## src/core/pdm_defs.svh

```systemverilog
`ifndef PDM_DEFS_SVH
`define PDM_DEFS_SVH

// Register byte addresses on the plain register port
`define PDM_ADDR_W 16
`define PDM_ADDR_SYSCTL 16'hFFF2
`define PDM_ADDR_MODHALT 16'hFF5E
`define PDM_ADDR_PWRSTAT 16'hFF60

// Reset values
`define PDM_SYSCTL_RST 8'h0B
`define PDM_MODHALT_RST 8'h40

// System control fields
`define PDM_SYS_HW_STANDBY_PIN_SEL 7
`define PDM_SYS_WAIT_HI 6
`define PDM_SYS_WAIT_LO 4
`define PDM_SYS_RAM_EN 0

// Module halt fields
`define PDM_MH_CLKOUT_STOP 7
`define PDM_MH_RSVD 6
`define PDM_MH_TIMER 5
`define PDM_MH_SER0 4
`define PDM_MH_SER1 3
`define PDM_MH_ADC 0
// Writable bits: 7,5,4,3,0; bit 6 fixed at 1, bits 2..1 hold
`define PDM_MH_WMASK 8'hB9

// Settle wait counts in clock states
`define PDM_WAIT_0 18'h02000
`define PDM_WAIT_1 18'h04000
`define PDM_WAIT_2 18'h08000
`define PDM_WAIT_3 18'h10000
`define PDM_WAIT_4 18'h20000
`define PDM_WAIT_5 18'h00400
`define PDM_WAIT_W 18

// Minimum crystal settling time in ns and its cycle count at 100 MHz
`define PDM_CLK_NS 10
`define PDM_XTAL_MIN_NS 7000000
`define PDM_XTAL_MIN_CYC ((`PDM_XTAL_MIN_NS + `PDM_CLK_NS - 1) / `PDM_CLK_NS)

`endif

```

## src/core/pdm_pkg.sv

```systemverilog
package pdm_pkg;

	typedef enum logic [1:0] {
		PDM_RUN = 2'h0,
		PDM_SLEEP = 2'h1,
		PDM_SWSTBY = 2'h3,
		PDM_SETTLE = 2'h2
	} pdm_state_t;

	typedef struct packed {
		pdm_state_t state;
		logic [7:0] sysctl;
		logic [7:0] modhalt;
		logic [17:0] wait_cnt;
		logic [7:0] rdata;
		logic [3:0] mod_init;
		logic illegal_wait;
	} pdm_regs_t;

endpackage

```

## src/core/pdm_power_ctrl.sv

```systemverilog
`timescale 1ns/1ps
`include "pdm_defs.svh"
module pdm_power_ctrl (
	input wire logic I_MCLK,
	input wire logic I_RST_N,
	input wire logic i_hw_standby_pin_n,
	input wire logic [`PDM_ADDR_W-1:0] i_addr,
	input wire logic [7:0] i_wdata,
	input wire logic i_wr,
	input wire logic i_rd,
	input wire logic i_sleep_insn,
	input wire logic i_wake_irq,
	output logic [7:0] o_rdata,
	output logic o_cpu_halt,
	output logic o_osc_run,
	output logic o_clk_gate,
	output logic o_irq_resume,
	output logic o_sysclk_out_en,
	output logic o_timer_unit_halt,
	output logic o_serial_zero_halt,
	output logic o_serial_one_halt,
	output logic o_adc_halt,
	output logic o_timer_unit_init,
	output logic o_serial_zero_init,
	output logic o_serial_one_init,
	output logic o_adc_init,
	output logic o_swstby_mod_reset,
	output logic o_onchip_ram_enable,
	output logic o_illegal_wait
);

	pdm_pkg::pdm_regs_t cur_ff;
	pdm_pkg::pdm_regs_t nxt_ff;
	logic irq_resume_ff;
	logic nxt_irq_resume;

	////////////////////////////////////////////////////////////////////////
	// Settle wait decode

	function automatic logic [`PDM_WAIT_W-1:0] wait_states(
		input logic [2:0] code
	);
		case (code)
		3'h0: wait_states = `PDM_WAIT_0;
		3'h1: wait_states = `PDM_WAIT_1;
		3'h2: wait_states = `PDM_WAIT_2;
		3'h3: wait_states = `PDM_WAIT_3;
		3'h4: wait_states = `PDM_WAIT_4;
		3'h5: wait_states = `PDM_WAIT_5;
		// Illegal codes fall back to the longest wait, the safe side
		default: wait_states = `PDM_WAIT_4;
		endcase
	endfunction

	function automatic logic is_reg(
		input logic [`PDM_ADDR_W-1:0] a,
		input logic [`PDM_ADDR_W-1:0] r
	);
		is_reg = (a == r);
	endfunction

	////////////////////////////////////////////////////////////////////////
	// Next state

	logic [2:0] wait_code;
	logic [7:0] mh_new;

	always_comb begin
		nxt_ff = cur_ff;
		nxt_irq_resume = 1'b0;
		nxt_ff.mod_init = 4'h0;
		wait_code = cur_ff.sysctl[`PDM_SYS_WAIT_HI:`PDM_SYS_WAIT_LO];
		mh_new = cur_ff.modhalt;

		// Register writes
		if (i_wr && is_reg(i_addr, `PDM_ADDR_SYSCTL)) begin
			// Standby select leaves 1 through a written 0, a reset or the standby pin
			nxt_ff.sysctl = i_wdata;
		end
		if (i_wr && is_reg(i_addr, `PDM_ADDR_MODHALT)) begin
			mh_new = (i_wdata & `PDM_MH_WMASK)
				| (cur_ff.modhalt & ~`PDM_MH_WMASK);
			mh_new[`PDM_MH_RSVD] = 1'b1;
			nxt_ff.modhalt = mh_new;
			// One-cycle init pulse on a 0 to 1 standby transition
			nxt_ff.mod_init = {
				mh_new[`PDM_MH_TIMER] & ~cur_ff.modhalt[`PDM_MH_TIMER],
				mh_new[`PDM_MH_SER0] & ~cur_ff.modhalt[`PDM_MH_SER0],
				mh_new[`PDM_MH_SER1] & ~cur_ff.modhalt[`PDM_MH_SER1],
				mh_new[`PDM_MH_ADC] & ~cur_ff.modhalt[`PDM_MH_ADC]
			};
		end
		nxt_ff.illegal_wait =
			(nxt_ff.sysctl[`PDM_SYS_WAIT_HI:`PDM_SYS_WAIT_LO + 1] == 2'h3);

		// Read data, valid in the cycle after the strobe
		nxt_ff.rdata = 8'h00;
		if (i_rd) begin
			if (is_reg(i_addr, `PDM_ADDR_SYSCTL)) begin
				nxt_ff.rdata = cur_ff.sysctl;
			end else if (is_reg(i_addr, `PDM_ADDR_MODHALT)) begin
				nxt_ff.rdata = cur_ff.modhalt | 8'h40;
			end else if (is_reg(i_addr, `PDM_ADDR_PWRSTAT)) begin
				nxt_ff.rdata = {5'h00, cur_ff.illegal_wait, cur_ff.state};
			end else begin
				nxt_ff.rdata = 8'h00;
			end
		end

		// Power state sequencing
		case (cur_ff.state)
		pdm_pkg::PDM_RUN: begin
			if (i_sleep_insn) begin
				if (cur_ff.sysctl[`PDM_SYS_HW_STANDBY_PIN_SEL]) begin
					nxt_ff.state = pdm_pkg::PDM_SWSTBY;
				end else begin
					nxt_ff.state = pdm_pkg::PDM_SLEEP;
				end
			end
		end
		pdm_pkg::PDM_SLEEP: begin
			if (i_wake_irq) begin
				nxt_ff.state = pdm_pkg::PDM_RUN;
				nxt_irq_resume = 1'b1;
			end
		end
		pdm_pkg::PDM_SWSTBY: begin
			if (i_wake_irq) begin
				// Oscillator restarts; count from here
				nxt_ff.state = pdm_pkg::PDM_SETTLE;
				nxt_ff.wait_cnt = wait_states(wait_code) - 18'h00001;
			end
		end
		pdm_pkg::PDM_SETTLE: begin
			if (cur_ff.wait_cnt == '0) begin
				nxt_ff.state = pdm_pkg::PDM_RUN;
				nxt_irq_resume = 1'b1;
			end else begin
				nxt_ff.wait_cnt = cur_ff.wait_cnt - 18'h00001;
			end
		end
		default: nxt_ff.state = pdm_pkg::PDM_RUN;
		endcase

		// Hardware standby pin acts like reset on the control registers
		if (!i_hw_standby_pin_n) begin
			nxt_ff.modhalt = `PDM_MODHALT_RST;
			nxt_ff.sysctl = `PDM_SYSCTL_RST;
			nxt_ff.state = pdm_pkg::PDM_RUN;
			nxt_ff.wait_cnt = '0;
			nxt_ff.mod_init = 4'h0;
			nxt_irq_resume = 1'b0;
		end
	end

	////////////////////////////////////////////////////////////////////////
	// State register

	always_ff @(posedge I_MCLK or negedge I_RST_N) begin
		if (!I_RST_N) begin
			cur_ff.state <= pdm_pkg::PDM_RUN;
			cur_ff.sysctl <= `PDM_SYSCTL_RST;
			cur_ff.modhalt <= `PDM_MODHALT_RST;
			cur_ff.wait_cnt <= '0;
			cur_ff.rdata <= 8'h00;
			cur_ff.mod_init <= 4'h0;
			cur_ff.illegal_wait <= 1'b0;
			irq_resume_ff <= 1'b0;
		end else begin
			cur_ff <= nxt_ff;
			irq_resume_ff <= nxt_irq_resume;
		end
	end

	////////////////////////////////////////////////////////////////////////
	// Outputs

	logic in_hw_standby_pin;

	assign in_hw_standby_pin = (cur_ff.state == pdm_pkg::PDM_SWSTBY)
		|| (cur_ff.state == pdm_pkg::PDM_SETTLE);
	assign o_rdata = cur_ff.rdata;
	assign o_cpu_halt = (cur_ff.state != pdm_pkg::PDM_RUN);
	assign o_osc_run = (cur_ff.state != pdm_pkg::PDM_SWSTBY);
	// Chip clocks held until the settle count expires
	assign o_clk_gate = !in_hw_standby_pin;
	assign o_irq_resume = irq_resume_ff;
	// Module halt bits survive software standby; modules reset there anyway
	assign o_swstby_mod_reset = in_hw_standby_pin;
	assign o_sysclk_out_en = !cur_ff.modhalt[`PDM_MH_CLKOUT_STOP];
	assign o_timer_unit_halt = cur_ff.modhalt[`PDM_MH_TIMER];
	assign o_serial_zero_halt = cur_ff.modhalt[`PDM_MH_SER0];
	assign o_serial_one_halt = cur_ff.modhalt[`PDM_MH_SER1];
	assign o_adc_halt = cur_ff.modhalt[`PDM_MH_ADC];
	assign o_timer_unit_init = cur_ff.mod_init[3];
	assign o_serial_zero_init = cur_ff.mod_init[2];
	assign o_serial_one_init = cur_ff.mod_init[1];
	assign o_adc_init = cur_ff.mod_init[0];
	assign o_onchip_ram_enable = cur_ff.sysctl[`PDM_SYS_RAM_EN];
	assign o_illegal_wait = cur_ff.illegal_wait;

endmodule

```

## config.mk

```make
export PLATFORM = sky130hd
export DESIGN_NAME = pdm_power_ctrl
export DESIGN_NICKNAME = d
export VERILOG_FILES = /design/src/core/pdm_pkg.sv /design/src/core/pdm_power_ctrl.sv
export VERILOG_INCLUDE_DIRS = /design/src /design/src/core
export SDC_FILE = /design/constraint.sdc
export NUM_CORES = 1
export LEC_CHECK = 0
export ABC_AREA = 1
export ABC_CLOCK_PERIOD_IN_PS = 1900
export BUFFER_PORTS_ARGS = -buffer_cell sky130_fd_sc_hd__buf_4
export CORE_MARGIN = 3
export CORE_UTILIZATION = 50
export DETAILED_ROUTE_END_ITERATION = 12
export PLACE_DENSITY = 0.85
export SLEW_MARGIN = 10
export SYNTH_ARGS = -nofsm -noshare
export SYNTH_HDL_FRONTEND = slang
export SYNTH_SLANG_ARGS = --single-unit
```

## constraint.sdc

```tcl
create_clock -name I_MCLK -period 1.9 [get_ports I_MCLK]
set_input_delay 0.095 -clock I_MCLK [delete_from_list [all_inputs] [get_ports I_MCLK]]
set_output_delay 0.095 -clock I_MCLK [all_outputs]
set_load 0.1 [all_outputs]
```

# Word-level counts from Yosys, hierarchy flattened
# Index checks and enable logic that the tools add are counted.
# totals
ff_bits,50
latch_bits,0
mem_bits_rw,0
mem_bits_ro,0
in_bits,31
out_inout_bits,24
mem_count,0
# op_classes
n_addsub,2
n_mul,0
n_div,0
order_cmp,0
eq_ne,20
n_shift,0
n_mux,25
n_bitwise,9
n_reduce_logical,11
# ops
operator,n
$pmux 18 s5,1
$mux 18,4
$eq 16x16->1 const B,3
$mux 8,5
$mux 36,1
$pmux 18 s2,1
$sub 18x1->18 const B,2
$logic_not 18->1,1
$ne 3x3->1 const B,5
$mux 2,5
$mux 4,2
$or 8x7->8,1
$pmux 2 s4,1
$eq 2x2->1 const B,3
$eq 3x2->1 const B,2
$and 1x1->1,4
$ne 2x1->1 const B,2
$not 1->1,4
$reduce_and 4->1,1
$eq 3x1->1 const B,1
$eq 3x3->1 const B,1
$logic_not 3->1,1
$mux 1,3
$mux 3,1
10 further kinds,12

# Longest topological paths before layout
# Gate-level depths: netlist of run 1.
# depth
word_depth,8
ltp_mapped,14
ltp_nobuf,12

# Worst setup path after synthesis of run 1
# Ideal clock, no wire load.
# synth_timing
path_kind,flip-flop to output port
from,register cur_ff[47] in the netlist's numbering
to,output o_swstby_mod_reset
arrival_time_ns,3.044
required_time_ns,1.805
setup_slack_ns,-1.239
path_stages_with_launch,6
path_buffers,1
cell_sequence,dfrtp_1 inv_1 ha_1 buf_6 nor2_1 inv_1
# synth_between
elab_chain_cells,2
elab_cells_between_ends,3
# synth_lines
item,line,text
"start, declared",pdm_power_ctrl.sv:32,pdm_pkg::pdm_regs_t cur_ff;
"start signal, assigned",pdm_power_ctrl.sv:170,cur_ff <= nxt_ff;
"$eq 2x2->1, on equally long branches","pdm_power_ctrl.sv:180, pdm_power_ctrl.sv:181",
$logic_or 1x1->1 (*),pdm_power_ctrl.sv:181,|| (cur_ff.state == pdm_pkg::PDM_SETTLE);
"end, declared",pdm_power_ctrl.sv:27,"output logic o_swstby_mod_reset,"
# Mark *: on every way between the ends. The rest lies on a longest branch, timed or not.

# Final worst setup path of run 1
# layout_timing
from,register cur_ff[48] in the netlist's numbering
to,register cur_ff[27] in the netlist's numbering
# layout_between
elab_chain_cells,3
elab_cells_between_ends,8
# layout_lines
item,line,text
$eq 2x2->1,pdm_power_ctrl.sv:111,case (cur_ff.state)
$ne 3x1->1 (no source line) (tied with other cells),--,
$reduce_and 3->1 (no source line) or $mux 36 (tied branches),--,
# Several ways; a longest one is shown, not always the timed one.
# A chain may end at the register's enable or synchronous reset.

==> run metrics, run 1 <==
outcome=finished, final reports clean; worst hold path class=primary input to flop; Die Width=81.6 um; gp weighted congestion=0.944; multi-input logic area=1500 um^2; hold violation total from the final report=0; sequential-to-total area share from yosys stat=41.3%; Rel. slew slack=61.2%; router iterations before antenna repair=5; synthesized area per cell=7.45 um^2; vias in the first global route=2559; Largest Register=cur_ff; max frequency=546 MHz; Clock Tree Buf Depth=2; largest stage delay on the critical path=0.43 ns; Switching Power=1.89 mW; fillers=442; Unique masters post-synth=34; top cell type's share of synthesized area=38.6%; Clk pwr share=18.3%; DR vias=2676; PwrDens=1190 nW/um^2; port buffer count=54; Clock Skews=0.00915 ns; Slowest cell on crit path=dfrtp_1; vias per inst=5.22; Core Rows=26; Static Leak=1.97 nW; RSZ-0062 raised after global routing=true; # nets final=478; Buf+Inv Stages, Crit Path=2; Largest register FFs=28; CP Launch Type=flop; largest net degree at the start of global routing=48; CP arrival=2.03 ns; Slew Viols, Final=0; register area=1180 um^2; die area=6650 um^2; Crit Path Max Fanout=7; Worst setup EP type=flop; number of diodes=0; cell total after placement=496; first-pass GRT wire length=11.6 mm; area of the core=5300 um^2; Yosys top cell by area=dfrtp_1; crit-path cells=ha_4, buf_6, buf_4, nand2_2, nand3_4, nor2_4, nand2_4, nor2_4, nand3_1, nand3_1, nand2_1; root buf cell=clkbuf_8; CTS tree=built; Reg clk slew, reported paths=0.09 ns; Area growth syn-to-layout=25.0%; internal power=2.34 mW; Routed Wire Length=7.05 mm; CP top delay family=simple AND/OR/NAND/NOR gates; io pins=55; initial antenna violation count=0; synth top area cells=dfrtp_1, nand2_1, nand3_1; DP HPWL=5.13 mm; Sw Share=44.7%; Max-cap violations=0; Power Total=4.23 mW; synthesized flop and latch total=47; Final ANT Viol Nets=0; DRC Markers=0; final worst-path cycle share=96.5%; logic gate share of total power=50.1%; count of warnings emitted by yosys=0; final setup fails=0; GR Overflow Total=0; CP Class=flop to flop; Slew @ Worst Pin=0.582 ns; CTS Buf Count=5; part of the power in registers=31.6%; clk_lat worst skew=0.30 ns; GRT Overall Usage=22.4%; CTS H-Tree Depth=2; Synth Instances=383; die height=81.6 um; Synth Cell Area=2860 um^2; maximum VDD drop=1560 uV; Initial Utilization=53.8%; clk sink count=47; drt initial violations=240; min Tclk post-route=1.83 ns; hold_ws=0.0210 ns; layout cells sized above 1=28.9%; Routed WL per cell=13.7 um; post-route insts no fill=513; worst endpoint required time=2.09 ns; syn nets=419
[cells by family after synthesis]
logic type / count (synthesis) / share of synthesized area [%]
AO/OA/AOI/OAI: 38 / 7.01
buffers and inverters: 52 / 9.03
adder cells (fa/ha/maj): 5 / 2.19
AND/OR/NAND/NOR: 234 / 38.3
XOR/XNOR: 7 / 2.15
flip-flops: 47 / 41.3
[layer usage]
layer	track usage (%)	part of all wire [%]	up-vias	wire, um
met5	0	0	-	0
met3	3.95	5.9	11	418
met1	27.9	42	1266	2930
met4	5.91	1.3	0	90
met2	39.8	51	79	3610
li1	-	-	1320	-
[worst min-delay path: stages]
cell	delay, ns
buf_4	0.09
nand2_2	0.05
nand2_1	0.05
[metrics by stage]
step / TNS (ns) / area (um^2) / util (%) / setup slack, ns
after global routing: -0.0482 / 3570 / 67.3 / -0.0261
after global placement: 0 / 3350 / 63.1 / 0.130
after detailed placement: 0 / 3350 / 63.1 / 0.0152
final: 0 / 3570 / 67.3 / 0.0670
after floorplan: -0.208 / 2920 / - / -0.0524
after CTS: 0 / 3490 / 65.8 / 0.110
[power groups by stage]
stage                     sequential (mW)  combinational [mW]  clock, mW
after floorplan                      1.34                1.48          0
after global placement               1.34                1.90          0
after global routing                 1.36                2.32      0.831
after CTS                            1.33                1.97      0.785
final                                1.34                2.12      0.776
after detailed placement             1.34                1.94          0
[path summary, 6_finish.rpt]
check                                  startpoint                 to  slack (ns)  cells after the start
max in group asynchronous                 I_RST_N         cur_ff[30]        1.17                      2
worst max register to register         cur_ff[48]         cur_ff[27]        0.07                     11
min in group asynchronous                 I_RST_N         cur_ff[19]        0.34                      2
worst max-delay path                   cur_ff[48]         cur_ff[27]        0.07                     11
worst min-delay path                   i_wdata[3]  o_serial_one_halt        0.02                      3
worst min register to register  o_serial_one_halt  o_serial_one_init        0.49                      1
[Yosys cell counts (all sizes together)]
cell    count
a21boi      1
a21oi      10
a22oi       1
buf        13
clkbuf      2
dfrtp      44
dfstp       3
ha          5
inv        37
nand2     133
nand3      37
nand4       3
nor2       53
nor3        6
nor4        1
o211ai      1
o21ai      24
o31ai       1
or2         1
xnor2       4
xor2        3
[cell type report]
class | instances | area share, %
clock buffers | 6 | 2.31
clock inverters | 2 | 1.09
inverters | 37 | 4.07
multi-input cells | 284 | 42.0
flip-flops and latches | 47 | 33.1
well taps | 70 | 2.45
repair buffers | 67 | 15.0
[cell usage in the layout, fill, tap and decap left out, types with 2 or more instances in the layout]
cell type / count
nand4_1: 3
nand3_2: 2
inv_2: 3
nor2_4: 9
o21ai_0: 23
buf_4: 63
nand3_4: 2
xnor2_1: 4
nand3_1: 33
xor2_1: 3
nand2_1: 117
dfstp_2: 3
ha_4: 2
inv_1: 32
dfrtp_1: 44
nand2_4: 4
nor2_2: 12
nor3_1: 5
ha_1: 2
buf_12: 2
a21oi_1: 10
nand2_2: 12
nor2_1: 32
clkbuf_8: 6
[repair_timing]
action | CTS | global route
hold endpoints to repair | 44 | 0
gates resized for setup | 1 | 10
setup buffers | 0 | 8
hold buffers | 1 | 0
pin swaps | 0 | 5
setup endpoints to repair | 1 | 4
Power figures use the tool's default switching activity.
==> run 2: changes to the inputs <==
ABC_CLOCK_PERIOD_IN_PS = 2290   (was 1900)
CORE_UTILIZATION = 55   (was 50)
PLACE_DENSITY = 0.88   (was 0.85)
clock period = 2.29 ns   (was 1.9 ns; I/O delays follow)
==> run 2 against run 1 <==
Effect of this change:
- critical path depth increased by 1
- utilization up 2.3 points
- register-to-register slack better by 0.25 ns
- critical path type unchanged
==> run metrics, run 2 (synthesis results as in run 1) <==
hold violation total from the final report=0; Clock Skews=0.00875 ns; Reg clk slew, reported paths=0.09 ns; Routed Wire Length=6.45 mm; Initial Utilization=58.5%; part of the power in registers=33.7%; Final ANT Viol Nets=0; CTS tree=built; die height=78.1 um; Clock Tree Buf Depth=2; DR vias=2613; Max-cap violations=0; logic gate share of total power=46.6%; largest net degree at the start of global routing=48; met2 wire len=3.24 mm; first-pass GRT wire length=11.2 mm; post-route insts no fill=500; CP Class=flop to flop; clk_lat worst skew=0.31 ns; # nets final=468; RSZ-0062 raised after global routing=false; Rel. slew slack=61.5%; Die Width=78.1 um; outcome=finished, final reports clean; multi-input logic area=1430 um^2; internal power=1.80 mW; CTS H-Tree Depth=2; worst hold path class=primary input to flop; initial antenna violation count=0; Switching Power=1.47 mW; vias in the first global route=2539; layout cells sized above 1=24.0%; Clk pwr share=19.7%; min Tclk post-route=1.97 ns; DRC Markers=0; area of the core=4880 um^2; setup TNS=0 ns; drt initial violations=171; post-CTS setup buffer count=0; maximum VDD drop=1390 uV; Largest register FFs=28; router iterations before antenna repair=4; GRT Overall Usage=22.9%; CP Launch Type=flop; cell total after placement=491; highest metal used=met4; Slew @ Worst Pin=0.578 ns; Power Total=3.28 mW; vias per inst=5.23; Metal-1 WL=2.77 mm; io pins=55; register area=1180 um^2; Area growth syn-to-layout=18.9%; Crit Path Max Fanout=23; clk sink count=47; final setup fails=0; worst endpoint required time=2.49 ns; die area=6090 um^2; GR Overflow Total=0; Sw Share=45.0%; max frequency=507 MHz; gp weighted congestion=0.845; Routed WL per cell=12.9 um; Slew Viols, Final=0; root buf cell=clkbuf_8; most frequent cells in the layout=nand2_1, buf_4, dfrtp_1; CP arrival=2.17 ns; CTS Buf Count=5; Largest Register=cur_ff; hold_ws=0.0319 ns; DP HPWL=4.90 mm; number of diodes=0; final worst-path cycle share=86.1%; commonest non-fill, non-tap cell in the layout=nand2_1; port buffer count=54; Core Rows=25; fillers=411; Worst setup EP type=flop; PwrDens=965 nW/um^2; Static Leak=1.90 nW; met3 wire length=323 um
## run 2: cell types whose count changed in the layout (fill, tap and decap cells not counted), moves of 3 or more
cell / previous run / this run
nor2_1: 32 / 37
nand2_1: 117 / 120
nor2_2: 12 / 8
buf_4: 63 / 55
## run 2: per-stage QoR
stage          area (um^2)  util, %  worst slack [ns]
2_1_floorplan         2860        -             0.204
5_1_grt               3390     69.6            0.0816
4_1_cts               3390     69.5             0.230
6_report              3390     69.6             0.319
3_3_place_gp          3260     66.8             0.340
3_5_place_dp          3260     66.8             0.237
## run 2: path summary, 6_finish.rpt
path                                   start                 to  slack [ns]  cells after the start
max                               cur_ff[47]         cur_ff[29]        0.32                     12
min                               i_wdata[1]         cur_ff[40]        0.03                      3
max reg2reg                       cur_ff[47]         cur_ff[29]        0.32                     12
min reg2reg                o_timer_unit_halt  o_timer_unit_init        0.48                      1
max in group asynchronous            I_RST_N         cur_ff[23]        1.55                      2
min in group asynchronous            I_RST_N         cur_ff[18]        0.35                      2
## run 2: area by class of cell
class	count	share of cell area (%)
sequential	47	34.8
clock buffer	6	2.43
timing repair buffer	57	13.0
inverter	37	4.09
multi-input combinational	284	42.1
tap	67	2.47
clock inverter	2	1.14
## run 2: power groups by stage
| stage | Sequential [mW] | Combinational, mW | Clock (mW) |
|---|---|---|---|
| after global routing | 1.13 | 1.70 | 0.693 |
| final | 1.10 | 1.52 | 0.646 |
| after global placement | 1.11 | 1.48 | 0 |
| after CTS | 1.10 | 1.52 | 0.653 |
| after floorplan | 1.11 | 1.19 | 0 |
| after detailed placement | 1.12 | 1.51 | 0 |
## run 2: worst max-delay path, stage by stage, from the launching register on
cell	delay, ns
dfrtp_1	0.43
inv_1	0.11
ha_2	0.28
buf_12	0.19
nor2_1	0.09
nand2_1	0.06
nand2_1	0.09
nor2_1	0.18
inv_1	0.06
nor2_1	0.14
nand3_1	0.08
nand3_1	0.09
nand2_1	0.05
## run 2: timing repair
item                                   CTS  global route
setup endpoints to repair                0             1
hold buffers                             1             0
gates resized for setup                  0             1
endpoints found under the hold margin   44             0
## run 2: layer usage
layer | vias to the layer above | global-route usage, %
li1 | 1297 | -
met1 | 1223 | 28.8
met2 | 78 | 39.0
met3 | 15 | 4.70
met4 | 0 | 8.39
met5 | - | 0
==> run 3: changes to the inputs <==
REMOVE_ABC_BUFFERS = 1   (was not set)
==> run 3 against run 2 <==
Effect of this change:
- critical path depth up 1
- via count down 0.73%
- worst hold slack worse by 0.016 ns
- routed wire length down 0.50%
- non-clock buffer count down 1
- combinational power about the same
- clock power down 17%
==> run metrics, run 3 (synthesis results as in run 1) <==
Area growth syn-to-layout=17.3%; commonest non-fill, non-tap cell in the layout=nand2_1; CP arrival=2.33 ns; Slew Viols, Final=0; final worst-path cycle share=90.8%; io pins=55; hold depth=3; GR Overflow Total=0; Max-cap violations=0; DP HPWL=4.73 mm; vias in the first global route=2464; area of the core=4880 um^2; initial antenna violation count=0; port buffer count=54; register area=1180 um^2; DR vias=2594; layout cells sized above 1=23.8%; Initial Utilization=58.5%; Reg clk slew, reported paths=0.09 ns; worst hold path class=primary input to flop; Routed Wire Length=6.42 mm; reg-to-reg slack, setup=0.21 ns; most frequent cells in the layout=nand2_1, buf_4, dfrtp_1; outcome=finished, final reports clean; CTS tree=built; CP Class=flop to flop; router iterations before antenna repair=5; Worst setup EP type=flop; Post-Layout Inst Area=3350 um^2; GRT Overall Usage=22.1%; cell total after placement=490; max frequency=481 MHz; die area=6090 um^2; CTS Buf Count=5; multi-input logic area=1420 um^2; min Tclk post-route=2.08 ns; clk_lat worst skew=0.31 ns; Static Leak=1.87 nW; highest metal used=met4; Slew @ Worst Pin=0.559 ns; maximum VDD drop=1130 uV; Crit Path Max Fanout=21; first-pass GRT wire length=10.8 mm; gp weighted congestion=0.940; root buf cell=clkbuf_8; Core Rows=25; final setup fails=0; min-delay src=i_wdata[1]; DRC Markers=0; Power Total=3.13 mW; Post-DP Area=3230 um^2; largest net degree at the start of global routing=48; Clock Tree Buf Depth=2; CP Launch Type=flop; number of diodes=0; Crit Reg-Reg Startpoint=cur_ff[47]; Routed WL per cell=12.9 um; Largest Register=cur_ff; RSZ-0062 raised after global routing=false; Clock Skews=0.00644 ns; Core Util, Final=68.6%; worst endpoint required time=2.54 ns; met3 wire length=312 um; CTS H-Tree Depth=2; post-route insts no fill=499; Metal-1 WL=2.86 mm; Rel. slew slack=62.7%; clk sink count=47; hold violation total from the final report=0; R2R depth=13; PwrDens=935 nW/um^2; # nets final=467; Final ANT Viol Nets=0; drt initial violations=212; WHS Endpoint=cur_ff[40]; hold_ws=0.0161 ns; Die Width=78.1 um; met2 wire len=3.07 mm; RR Endpoint=cur_ff[29]; fillers=416; vias per inst=5.20; Largest register FFs=28; die height=78.1 um
==> run 3: worst max path at each step <==
stage,startpoint,to,cells past startpoint
2_1_floorplan,cur_ff[47],o_swstby_mod_reset,4
3_3_place_gp,cur_ff[47],cur_ff[29],12
3_5_place_dp,cur_ff[47],cur_ff[29],12
4_1_cts,cur_ff[47],cur_ff[29],13
5_1_grt,cur_ff[47],cur_ff[27],12
6_report,cur_ff[47],cur_ff[29],13
==> run 3: power by group <==
part,internal [mW],switching (mW),leakage [nW]
registers,0.968,0.139,0.638
logic,0.448,1.04,1.19
clock network,0.247,0.290,0.0474
==> run 3: stage by stage <==
step / TNS, ns / setup slack (ns)
2_1_floorplan: -16.04 / -1.13
3_3_place_gp: 0 / 0.278
3_5_place_dp: 0 / 0.163
4_1_cts: 0 / 0.132
5_1_grt: 0 / 0.0250
6_report: 0 / 0.210
==> run 3: area by class of cell <==
cell class	count	share of cell area (%)
clock buffers	6	2.47
clock inverters	2	0.486
inverters	37	4.15
multi-input cells	284	42.4
flip-flops and latches	47	35.3
well taps	67	2.50
repair buffers	56	12.7
==> run 3: critical path: stages, from the launching register on <==
cell     delay (ns)
dfrtp_2        0.44
inv_1          0.09
ha_1           0.28
buf_6          0.25
nor2_1         0.11
nand2_1        0.09
nand2_1        0.09
nor2_1         0.19
inv_1          0.06
nor2_1         0.14
nand2_1        0.07
nand2_1        0.06
nand3_1        0.06
nand2_1        0.08
==> run 3: routing by layer <==
layer / vias up / global-route usage (%)
met5: - / 0
met4: 0 / 9.62
met3: 17 / 4.24
met2: 74 / 36.4
met1: 1202 / 28.5
li1: 1301 / -
==> run 3: what timing repair did <==
item | in CTS | in global routing
setup endpoints to repair | 0 | 12
gates resized for setup | 0 | 3
hold endpoints to repair | 44 | 0
buffers inserted | 0 | 0
hold buffers | 1 | 0
